## src/pkg/io_cmd_pkg.sv

```systemverilog
// constants, types and helpers for the byte command port controller
package io_cmd_pkg;
  localparam int PORTS = 3;
  localparam int LINES = 8;
  localparam int NPINS = 24;
  // command characters
  localparam logic [7:0] OP_IDENT = 8'h3F;
  localparam logic [7:0] OP_WR_A = 8'h41;
  localparam logic [7:0] OP_RD_A = 8'h61;
  localparam logic [7:0] OP_DIR = 8'h21;
  localparam logic [7:0] OP_PULL = 8'h23;
  localparam logic [7:0] OP_THR = 8'h40;
  localparam logic [7:0] OP_SCHM = 8'h24;
  localparam logic [7:0] OP_HIGH = 8'h48;
  localparam logic [7:0] OP_LOW = 8'h4C;
  localparam logic [7:0] OP_MODE1 = 8'h31;
  localparam logic [7:0] OP_MODE2 = 8'h32;
  localparam logic [7:0] PIN_LAST = 8'h17;
  localparam logic [1:0] PORT_NONE = 2'h3;
  // identification reply, value arbitrary
  localparam int ID_LEN = 7;
  localparam logic [55:0] ID_TEXT = 56'h504F52544354_4C;
  localparam logic [2:0] ID_LAST = 3'h6;
  // register byte offsets
  localparam logic [7:0] REG_STATUS = 8'h00;
  localparam logic [7:0] REG_CLEAR = 8'h04;
  localparam logic [7:0] REG_ENABLE = 8'h08;
  localparam logic [7:0] REG_CTRL = 8'h0C;
  localparam logic [7:0] REG_STATE = 8'h10;
  // event bits
  localparam int EVT_W = 3;
  localparam int EVT_BAD = 0;
  localparam int EVT_CHG = 1;
  localparam int EVT_RPT = 2;
  localparam int CTRL_RUN = 0;
  // reset values
  localparam logic CTRL_RESET = 1'b1;
  localparam logic [23:0] DIR_RESET = 24'hFFFFFF;
  localparam logic [23:0] CFG_RESET = 24'h000000;
  typedef enum logic [2:0] {
    ST_IDLE = 3'b000,
    ST_PORT = 3'b001,
    ST_DATA = 3'b010,
    ST_PIN = 3'b011,
    ST_DES = 3'b100,
    ST_VAL = 3'b101,
    ST_ID = 3'b110
  } cmd_state_t;
  typedef enum logic [2:0] {
    CFG_LATCH = 3'b000,
    CFG_DIR = 3'b001,
    CFG_PULL = 3'b010,
    CFG_THR = 3'b011,
    CFG_SCHM = 3'b100
  } cfg_kind_t;
  // port number of a letter counted from base, PORT_NONE if none
  function automatic logic [1:0] port_of(input logic [7:0] c, input logic [7:0] base);
    logic [7:0] d;
    d = c - base;
    return (d < 8'h03) ? d[1:0] : PORT_NONE;
  endfunction
  // one character of the identification reply
  function automatic logic [7:0] id_char(input logic [2:0] idx);
    logic [55:0] t;
    t = ID_TEXT << {idx, 3'b000};
    return t[55:48];
  endfunction
endpackage

```

## src/pkg/io_core_if.sv

```systemverilog
// signals shared between the controller and its helper modules
`timescale 1ns/1ps
interface io_core_if;
  logic [23:0] pins_q; // synchronised line levels
  logic [23:0] pins_chg; // one-cycle change marks
  logic [2:0] evt; // event pulses
  logic [3:0] state_code; // mode and command state
  logic run_en; // interpreter enable
  modport sync_side (output pins_q, output pins_chg);
  modport reg_side (input evt, input state_code, output run_en);
  modport main_side (input pins_q, input pins_chg, output evt, output state_code,
    input run_en);
endinterface

```

## src/core/pin_sync.sv

```systemverilog
// two-stage synchroniser and change detector for the port lines
`timescale 1ns/1ps
module pin_sync
  import io_cmd_pkg::*;
(
  input wire logic hclk,
  input wire logic hresetn,
  input wire logic [23:0] pins_in,
  io_core_if.sync_side core
);
  logic [23:0] meta_reg, meta_next; // first stage, read only by second
  logic [23:0] sync_reg, sync_next; // second stage
  logic [23:0] prev_reg, prev_next; // last seen level
  logic [2:0] prime_reg, prime_next; // fills with ones over the first loads
  // next values
  always_comb begin
    meta_next = pins_in;
    sync_next = meta_reg;
    prev_next = sync_reg;
    prime_next = {prime_reg[1:0], 1'b1};
  end
  // registers
  always_ff @(posedge hclk or negedge hresetn) begin
    if (!hresetn) begin
      meta_reg <= CFG_RESET;
      sync_reg <= CFG_RESET;
      prev_reg <= CFG_RESET;
      prime_reg <= 3'h0;
    end else begin
      meta_reg <= meta_next;
      sync_reg <= sync_next;
      prev_reg <= prev_next;
      prime_reg <= prime_next;
    end
  end
  assign core.pins_q = sync_reg;
  // change marks per port, held off until the stages hold real levels
  // so the first load after reset is not taken for a line change;
  // only that first load is masked; a later line change is still reported
  for (genvar p = 0; p < PORTS; p++) begin : g_chg
    assign core.pins_chg[p*LINES +: LINES] = (sync_reg[p*LINES +: LINES]
      ^ prev_reg[p*LINES +: LINES]) & {LINES{prime_reg[2]}};
  end
endmodule // pin_sync

```

## src/core/ahb_regs.sv

```systemverilog
// ahb-lite register slave with sticky event status and interrupt
`timescale 1ns/1ps
module ahb_regs
  import io_cmd_pkg::*;
(
  input wire logic hclk,
  input wire logic hresetn,
  input wire logic hsel,
  input wire logic [31:0] haddr,
  input wire logic [1:0] htrans,
  input wire logic hwrite,
  input wire logic [31:0] hwdata,
  input wire logic hready,
  output logic hreadyout,
  output logic hresp,
  output logic [31:0] hrdata,
  output logic irq,
  io_core_if.reg_side core
);
  logic wr_reg, wr_next; // write data phase pending
  logic [7:0] addr_reg, addr_next; // latched offset
  logic [31:0] rdata_reg, rdata_next; // read data
  logic [2:0] status_reg, status_next; // sticky events
  logic [2:0] enable_reg, enable_next; // interrupt enables
  logic run_reg, run_next; // interpreter enable
  logic take; // address phase accepted
  assign take = hsel && hready && htrans[1];
  // next values
  always_comb begin
    wr_next = take && hwrite;
    addr_next = take ? haddr[7:0] : addr_reg;
    rdata_next = rdata_reg;
    enable_next = enable_reg;
    run_next = run_reg;
    status_next = status_reg;
    // data phase write, unmapped offsets ignored
    if (wr_reg) begin
      case (addr_reg)
        REG_CLEAR: status_next = status_reg & ~hwdata[2:0];
        REG_ENABLE: enable_next = hwdata[2:0];
        REG_CTRL: run_next = hwdata[CTRL_RUN];
        default: ;
      endcase
    end
    // new events win over a clear
    status_next = status_next | core.evt;
    // read data ready for the data phase
    if (take && !hwrite) begin
      case (haddr[7:0])
        REG_STATUS: rdata_next = {29'h0, status_reg};
        REG_ENABLE: rdata_next = {29'h0, enable_reg};
        REG_CTRL: rdata_next = {31'h0, run_reg};
        REG_STATE: rdata_next = {28'h0, core.state_code};
        default: rdata_next = 32'h0;
      endcase
    end
  end
  // registers
  always_ff @(posedge hclk or negedge hresetn) begin
    if (!hresetn) begin
      wr_reg <= 1'b0;
      addr_reg <= 8'h00;
      rdata_reg <= 32'h0;
      status_reg <= 3'h0;
      enable_reg <= 3'h0;
      run_reg <= CTRL_RESET;
    end else begin
      wr_reg <= wr_next;
      addr_reg <= addr_next;
      rdata_reg <= rdata_next;
      status_reg <= status_next;
      enable_reg <= enable_next;
      run_reg <= run_next;
    end
  end
  assign hreadyout = 1'b1;
  assign hresp = 1'b0;
  assign hrdata = rdata_reg;
  assign irq = |(status_reg & enable_reg);
  assign core.run_en = run_reg;
endmodule // ahb_regs

```

## src/core/io_cmd_top.sv

```systemverilog
// byte command interpreter driving three 8-line ports
// What this block does
// - opcodes are printable characters, decoded by code
// - data bytes are raw binary, one per write
// - lowercase read letter returns one port byte
// - '!' port letter byte loads direction mask
// - direction bit one is input, zero output
// - first line is weight one, eighth weight 128
// - 'H'/'L' with index drives one line
// - '#' prefix write sets pull-up enables
// - '@' prefix write selects input threshold
// - '$' prefix write sets schmitt enables
// - '2' enters change reporting, '1' leaves
// - change mode reports input changes unasked
// - change mode replies carry port letter first
// - change mode reports port after changing write, if the port has an output line
//
// Added by the designer: the placing of the registers and the AHB-Lite register port.
`timescale 1ns/1ps
module io_cmd_top
  import io_cmd_pkg::*;
(
  input wire logic hclk,
  input wire logic hresetn,
  input wire logic hsel,
  input wire logic [31:0] haddr,
  input wire logic [1:0] htrans,
  input wire logic hwrite,
  input wire logic [2:0] hsize,
  input wire logic [31:0] hwdata,
  input wire logic hready,
  output logic hreadyout,
  output logic hresp,
  output logic [31:0] hrdata,
  output logic irq,
  input wire logic [7:0] rx_data,
  input wire logic rx_valid,
  output logic rx_ready,
  output logic [7:0] tx_data,
  input wire logic tx_ready,
  output logic tx_valid,
  input wire logic [23:0] io_in,
  output logic [23:0] io_out,
  output logic [23:0] io_oe,
  output logic [23:0] pull_en,
  output logic [23:0] ttl_sel,
  output logic [23:0] schmitt_en
);
  io_core_if core ();

  // line synchroniser
  pin_sync u_sync (
    .hclk(hclk),
    .hresetn(hresetn),
    .pins_in(io_in),
    .core(core.sync_side)
  );

  // register slave; hsize is always a word here
  ahb_regs u_regs (
    .hclk(hclk),
    .hresetn(hresetn),
    .hsel(hsel),
    .haddr(haddr),
    .htrans(htrans),
    .hwrite(hwrite),
    .hwdata(hwdata),
    .hready(hready),
    .hreadyout(hreadyout),
    .hresp(hresp),
    .hrdata(hrdata),
    .irq(irq),
    .core(core.reg_side)
  );

  cmd_state_t state_reg, state_next; // interpreter state
  cfg_kind_t kind_reg, kind_next; // target of a data byte
  logic [1:0] port_reg, port_next; // selected port
  logic [2:0] idx_reg, idx_next; // identification position
  logic [23:0] latch_reg, latch_next; // output latches
  logic [23:0] dir_reg, dir_next; // direction masks
  logic [23:0] pull_reg, pull_next; // pull-up enables
  logic [23:0] thr_reg, thr_next; // threshold select
  logic [23:0] schm_reg, schm_next; // schmitt enables
  logic mode2_reg, mode2_next; // change reporting mode
  logic [2:0] pend_reg, pend_next; // ports awaiting a report
  logic [7:0] txd_reg, txd_next; // outgoing byte
  logic txv_reg, txv_next; // outgoing byte valid

  logic [23:0] port_val; // visible level of each line
  logic [2:0] pend_set; // input change per port
  logic [2:0] pend_clr; // report started per port
  logic [2:0] evt; // event pulses
  logic rx_take; // byte accepted this cycle
  logic tx_done; // byte handed over this cycle
  logic report_go; // report may start now
  logic [1:0] wr_port; // port of a write letter
  logic [1:0] rd_port; // port of a read letter
  logic [1:0] low_pend; // lowest pending port
  logic [4:0] base; // first line of selected port

  // inputs read the pin, outputs read their latch
  assign port_val = (dir_reg & core.pins_q) | (~dir_reg & latch_reg);

  // input changes per port mark a pending report
  for (genvar p = 0; p < PORTS; p++) begin : g_pend
    assign pend_set[p] = |(core.pins_chg[p*LINES +: LINES]
      & dir_reg[p*LINES +: LINES]);
  end

  assign wr_port = port_of(rx_data, OP_WR_A);
  assign rd_port = port_of(rx_data, OP_RD_A);
  assign low_pend = pend_reg[0] ? 2'h0 : (pend_reg[1] ? 2'h1 : 2'h2);
  assign base = {port_reg, 3'b000};
  assign report_go = mode2_reg && (|pend_reg) && core.run_en;
  assign tx_done = txv_reg && tx_ready;

  // bytes are taken only while waiting for input
  always_comb begin
    rx_ready = 1'b0;
    if (core.run_en) begin
      case (state_reg)
        ST_IDLE: rx_ready = !report_go;
        ST_PORT, ST_DATA, ST_PIN: rx_ready = 1'b1;
        default: rx_ready = 1'b0;
      endcase
    end
  end
  assign rx_take = rx_valid && rx_ready;

  // interpreter next state
  always_comb begin
    state_next = state_reg;
    kind_next = kind_reg;
    port_next = port_reg;
    idx_next = idx_reg;
    latch_next = latch_reg;
    dir_next = dir_reg;
    pull_next = pull_reg;
    thr_next = thr_reg;
    schm_next = schm_reg;
    mode2_next = mode2_reg;
    txd_next = txd_reg;
    txv_next = txv_reg && !tx_done;
    pend_clr = 3'h0;
    evt = 3'h0;
    evt[EVT_CHG] = |pend_set;
    case (state_reg)
      // waiting for an opcode
      ST_IDLE: begin
        if (report_go) begin
          // unasked report, designator first
          port_next = low_pend;
          pend_clr[low_pend] = 1'b1;
          txd_next = OP_RD_A + {6'h00, low_pend};
          txv_next = 1'b1;
          state_next = ST_DES;
        end else if (rx_take) begin
          case (rx_data)
            OP_IDENT: begin
              // identification text
              idx_next = 3'h0;
              txd_next = id_char(3'h0);
              txv_next = 1'b1;
              state_next = ST_ID;
            end
            OP_MODE2: mode2_next = 1'b1;
            OP_MODE1: mode2_next = 1'b0;
            OP_DIR: begin
              kind_next = CFG_DIR;
              state_next = ST_PORT;
            end
            OP_PULL: begin
              kind_next = CFG_PULL;
              state_next = ST_PORT;
            end
            OP_THR: begin
              kind_next = CFG_THR;
              state_next = ST_PORT;
            end
            OP_SCHM: begin
              kind_next = CFG_SCHM;
              state_next = ST_PORT;
            end
            OP_HIGH, OP_LOW: begin
              // remember the level in the kind bit
              kind_next = (rx_data == OP_HIGH) ? CFG_DIR : CFG_LATCH;
              state_next = ST_PIN;
            end
            default: begin
              if (wr_port != PORT_NONE) begin
                // plain port write
                kind_next = CFG_LATCH;
                port_next = wr_port;
                state_next = ST_DATA;
              end else if (rd_port != PORT_NONE) begin
                // port read, designator first in change mode
                port_next = rd_port;
                txv_next = 1'b1;
                if (mode2_reg) begin
                  txd_next = rx_data;
                  state_next = ST_DES;
                end else begin
                  txd_next = port_val[{rd_port, 3'b000} +: 8];
                  state_next = ST_VAL;
                end
              end else begin
                evt[EVT_BAD] = 1'b1;
              end
            end
          endcase
        end
      end
      // port letter after a prefix
      ST_PORT: begin
        if (rx_take) begin
          if (wr_port != PORT_NONE) begin
            port_next = wr_port;
            state_next = ST_DATA;
          end else begin
            evt[EVT_BAD] = 1'b1;
            state_next = ST_IDLE;
          end
        end
      end
      // raw data byte for the chosen target
      ST_DATA: begin
        if (rx_take) begin
          case (kind_reg)
            CFG_DIR: dir_next[base +: 8] = rx_data;
            CFG_PULL: pull_next[base +: 8] = rx_data;
            CFG_THR: thr_next[base +: 8] = rx_data;
            CFG_SCHM: schm_next[base +: 8] = rx_data;
            default: latch_next[base +: 8] = rx_data;
          endcase
          state_next = ST_IDLE;
        end
      end
      // pin index for a single line
      ST_PIN: begin
        if (rx_take) begin
          if (rx_data <= PIN_LAST) begin
            latch_next[rx_data[4:0]] = (kind_reg == CFG_DIR);
          end else begin
            evt[EVT_BAD] = 1'b1;
          end
          state_next = ST_IDLE;
        end
      end
      // designator sent, now the port byte
      ST_DES: begin
        if (tx_done) begin
          txd_next = port_val[base +: 8];
          txv_next = 1'b1;
          state_next = ST_VAL;
        end
      end
      // port byte sent
      ST_VAL: begin
        if (tx_done) begin
          evt[EVT_RPT] = 1'b1;
          state_next = ST_IDLE;
        end
      end
      // identification text, one byte at a time
      ST_ID: begin
        if (tx_done) begin
          if (idx_reg == ID_LAST) begin
            state_next = ST_IDLE;
          end else begin
            idx_next = idx_reg + 3'h1;
            txd_next = id_char(idx_reg + 3'h1);
            txv_next = 1'b1;
          end
        end
      end
      default: state_next = ST_IDLE;
    endcase
  end

  // pending reports: a new change wins over a clear
  always_comb begin
    pend_next = (pend_reg & ~pend_clr) | pend_set;
    // a latch change on a port with at least one output line reports it
    for (int p = 0; p < PORTS; p++) begin
      if ((latch_next[p*LINES +: LINES] != latch_reg[p*LINES +: LINES])
          && ((~dir_reg[p*LINES +: LINES]) != 8'h00)) begin
        pend_next[p] = 1'b1;
      end
    end
    if (!mode2_next) begin
      pend_next = 3'h0;
    end
  end

  // interpreter registers
  always_ff @(posedge hclk or negedge hresetn) begin
    if (!hresetn) begin
      state_reg <= ST_IDLE;
      kind_reg <= CFG_LATCH;
      port_reg <= 2'h0;
      idx_reg <= 3'h0;
      latch_reg <= CFG_RESET;
      dir_reg <= DIR_RESET;
      pull_reg <= CFG_RESET;
      thr_reg <= CFG_RESET;
      schm_reg <= CFG_RESET;
      mode2_reg <= 1'b0;
      pend_reg <= 3'h0;
      txd_reg <= 8'h00;
      txv_reg <= 1'b0;
    end else begin
      state_reg <= state_next;
      kind_reg <= kind_next;
      port_reg <= port_next;
      idx_reg <= idx_next;
      latch_reg <= latch_next;
      dir_reg <= dir_next;
      pull_reg <= pull_next;
      thr_reg <= thr_next;
      schm_reg <= schm_next;
      mode2_reg <= mode2_next;
      pend_reg <= pend_next;
      txd_reg <= txd_next;
      txv_reg <= txv_next;
    end
  end

  // pin and configuration outputs
  assign io_out = latch_reg;
  assign io_oe = ~dir_reg;
  assign pull_en = pull_reg;
  assign ttl_sel = thr_reg;
  assign schmitt_en = schm_reg;
  assign tx_data = txd_reg;
  assign tx_valid = txv_reg;
  assign core.evt = evt;
  assign core.state_code = {mode2_reg, state_reg};
endmodule // io_cmd_top

```

## config.mk

```make
export PLATFORM = sky130hd
export DESIGN_NAME = io_cmd_top
export DESIGN_NICKNAME = d
export VERILOG_FILES = /design/src/pkg/io_cmd_pkg.sv /design/src/pkg/io_core_if.sv /design/src/core/pin_sync.sv /design/src/core/ahb_regs.sv /design/src/core/io_cmd_top.sv
export SDC_FILE = /design/constraint.sdc
export NUM_CORES = 1
export LEC_CHECK = 0
export BUFFER_PORTS_ARGS = -buffer_cell sky130_fd_sc_hd__buf_2
export CORE_ASPECT_RATIO = 0.75
export CORE_MARGIN = 2
export CORE_UTILIZATION = 55
export CTS_CLUSTER_DIAMETER = 120
export CTS_CLUSTER_SIZE = 20
export DETAILED_ROUTE_END_ITERATION = 8
export PLACE_DENSITY = 0.79
export SYNTH_ARGS = -nofsm -noshare
export SYNTH_HDL_FRONTEND = slang
export SYNTH_SLANG_ARGS = --single-unit
export TNS_END_PERCENT = 10
```

## constraint.sdc

```tcl
create_clock -name hclk -period 4.7 [get_ports hclk]
set_clock_uncertainty 0.1 [all_clocks]
set_input_delay 0.47 -clock hclk [delete_from_list [all_inputs] [get_ports hclk]]
set_output_delay 0.47 -clock hclk [all_outputs]
set_load 0.05 [all_outputs]
```

==> metrics.txt <==
Critical Path End Type=flip-flop; Placed Cells=1705; WP buf/inv=1; Post-CTS Setup Inserts=0; Post-Synth Simple-Gate Area=0.160; most frequent cells in the layout=dfrtp_1 (214), buf_2 (184), nand2_1 (178), o21ai_0 (114), nor2_1 (66); critical path type=flip-flop to flip-flop; CTS Hold Bufs=25; slew at the pin closest to its max-slew limit=~1.1 ns; Static Leak=6.30 nW; Crit-path slowest cell=dfrtp_1; routed vias/inst=between 6 and 7; GPL Wtd Cong=between 1 and 1.5; DR WL/cell=22.2 um; total CTS buffers=15; critical path depth=9; Worst Hold Depth=3; Pwr Density=between 400 and 500 nW/um^2; area of the multi-input gates=slightly below 6000 sq um; R2R depth=9; post-route non-filler standard cell count=between 1500 and 2000; Hold Path Class=input port to flip-flop; number of synthesized flops with an enable pin=0; CP startpoint kind=flip-flop; total core area=approximately 22000 sq um; Starting DRT DRC Count=roughly 1400; vias in the first global route=just over 10000; Post-Synth XOR/XNOR Area=0.0197; worst hold slack=approximately 0.12 ns; global-route wire length before repair=roughly 60000 um; Clk pin slew, worst setup/hold paths=approximately 0.10 ns; H-tree depth=1; ys async rst share=1.00; Final Hold Viols=0; register bit total from synthesis=239; Root Buffer=clkbuf_16; status=finished clean; worst skew pair latency=0.50 ns; Synth Area in Compound Gates=0.213; critical-path maximum fanout=13; RSZ-0062 raised after global routing=false; sequential share of the synthesized area=0.483; clk sink count=roughly 240; TritonCTS clock tree=built; # fillers=roughly 1800; Remaining DRCs=0; Final Max Slew Viols=0; Largest delay share family, worst path=compound AO/OA/AOI/OAI gates; synthesized cell area=12400 sq um; largest net degree at the start of global routing=between 100 and 150; most common cell after layout, fill and taps aside=dfrtp_1; PortBufs=between 150 and 200; initial antenna violation count=0; GRT overflow=0; layout cell share with drive strength beyond 1=0.213; MaxCap Viol Count=0; P&R area growth vs syn=14.0%; setup tns final=0 ns; prevailing post-synth register cell=dfrtp_1; 1st-pass router iterations=8; GRT Total Usage=0.326; Die Width=around 180 um; nets@finish=approximately 1600; Die ar.=between 20000 and 25000 sq um; PostCTS Resize Cnt=0; HPWL after DPL=28000 um; Die H=around 130 um; row count=47; worst vdd ir=about 0.00035 V; Worst Path Arrival=slightly above 4 ns; largest family of logic cells by synthesized area=compound AO/OA/AOI/OAI gates; Routed WL=approximately 40000 um; Antenna Violating Nets Remaining=0; register area=around 6000 sq um; Synth Area in Adders=0.0151; period utilisation layout=0.805; Fmax=264 MHz; max_slew headroom=0.240; final setup fails=0; min Tclk post-route=roughly 3.8 ns; Req. time, crit path=4.98 ns; clock tree buffer depth=3; initial cell density of the core=0.562; unique cell type count in the Yosys netlist=approximately 100; Mapped Cells=1277; mux cell area share after synthesis=0.0500; Finished Core Util=0.641; CP max stage delay=0.62 ns; via count=about 11000; num ports=about 270; Antenna diodes=0; CP Cell Sequence=inv_1 -> ha_1 -> nor2b_1 -> nand3_1 -> or3_1 -> a21boi_0 -> a22o_1 -> a221o_1 -> o31a_1; Avg Inst Size Synth=9.74 sq um; Syn. warnings=0
synthesized netlist by cell type (5+ instances only):
library cell | count | area share
and2_1 | 16 | 0.0080
clkbuf_1 | 40 | 0.012
and3_1 | 6 | 0.0030
dfstp_2 | 25 | 0.053
nor2_1 | 66 | 0.020
a211o_1 | 6 | 0.0042
a2111oi_0 | 5 | 0.0035
o211ai_1 | 6 | 0.0036
nor2b_1 | 6 | 0.0030
o21a_1 | 7 | 0.0042
o22ai_1 | 22 | 0.011
nor3_1 | 20 | 0.0080
o41ai_1 | 7 | 0.0049
a41oi_1 | 6 | 0.0042
nand2b_1 | 8 | 0.0040
a22oi_1 | 6 | 0.0036
mux2_2 | 28 | 0.025
dfrtp_1 | 214 | 0.43
mux2i_1 | 28 | 0.023
a22o_1 | 36 | 0.025
nor4_1 | 6 | 0.0030
a31oi_1 | 23 | 0.012
nand4_1 | 15 | 0.0075
inv_1 | 47 | 0.014
buf_2 | 24 | 0.0097
nand3b_1 | 5 | 0.0030
xnor2_1 | 27 | 0.019
nand2_1 | 178 | 0.054
ha_1 | 15 | 0.015
nand3_1 | 33 | 0.013
buf_1 | 5 | 0.0015
a21oi_1 | 52 | 0.021
o21ai_0 | 114 | 0.046
a211oi_1 | 13 | 0.0078
o31ai_1 | 10 | 0.0060
buf_4 | 31 | 0.019
stage by stage:
stage	instance area, sq um	setup slack (ns)	power (mW)
floorplan	12500	1.38	3.88
global placement	13500	1.08	4.51
detailed placement	13500	1.02	4.53
CTS	14200	0.978	5.85
global route	14200	0.658	6.15
finish	14200	0.914	5.89
power breakdown:
group | leakage (nW) | internal (mW) | switching (mW) | total (mW)
combinational | 3.11 | 0.608 | 1.51 | 2.12
sequential | 2.99 | 2.23 | 0.235 | 2.47
clock | 0.201 | 0.609 | 0.693 | 1.30
kinds of logic (layout without fill, tap and decap cells):
group | count (synthesis) | count (layout)
buffers and inverters | 150 | 306
AO/OA/AOI/OAI | 383 | 383
XOR/XNOR | 28 | 28
adder cells (fa/ha/maj) | 15 | 15
multiplexers | 58 | 58
AND/OR/NAND/NOR | 402 | 402
flip-flops | 239 | 239
other | 2 | 31
metal layers:
metal / wire length (um) / global-route usage
met1: 16400 / 0.485
met2: 16300 / 0.468
met3: 4950 / 0.0890
met4: 1310 / 0.0888
met5: 0 / 0
final timing paths:
kind                                      from                endpoint  slack [ns]
max                                port_reg[1]             pend_reg[1]        0.91
min                                     hwrite           u_regs.wr_reg        0.12
max reg2reg                        port_reg[1]             pend_reg[1]        0.91
min reg2reg                u_sync.meta_reg[21]  u_sync.core.pins_q[21]        0.25
max in group asynchronous              hresetn              dir_reg[5]        2.94
min in group asynchronous              hresetn  u_sync.core.pins_q[13]        0.44
worst reg2reg max path, delay by kind of cell (launching register included):
kind,cells,cell delay (ns)
compound gates,4,1.02
buf+inv,1,0.33
flops,1,0.62
fa+ha+maj,1,0.57
simple gates,3,1.02
cell type report:
cell class / count / area share
Inverter: 49 / 0.0130
Clock buffer: 25 / 0.0291
Clock inverter: 1 / 0.000618
Multi-Input combinational cell: 917 / 0.412
Tap cell: 294 / 0.0259
Timing Repair Buffer: 231 / 0.0957
Sequential cell: 239 / 0.424
Note: power is estimated with default switching activity, not from simulation.
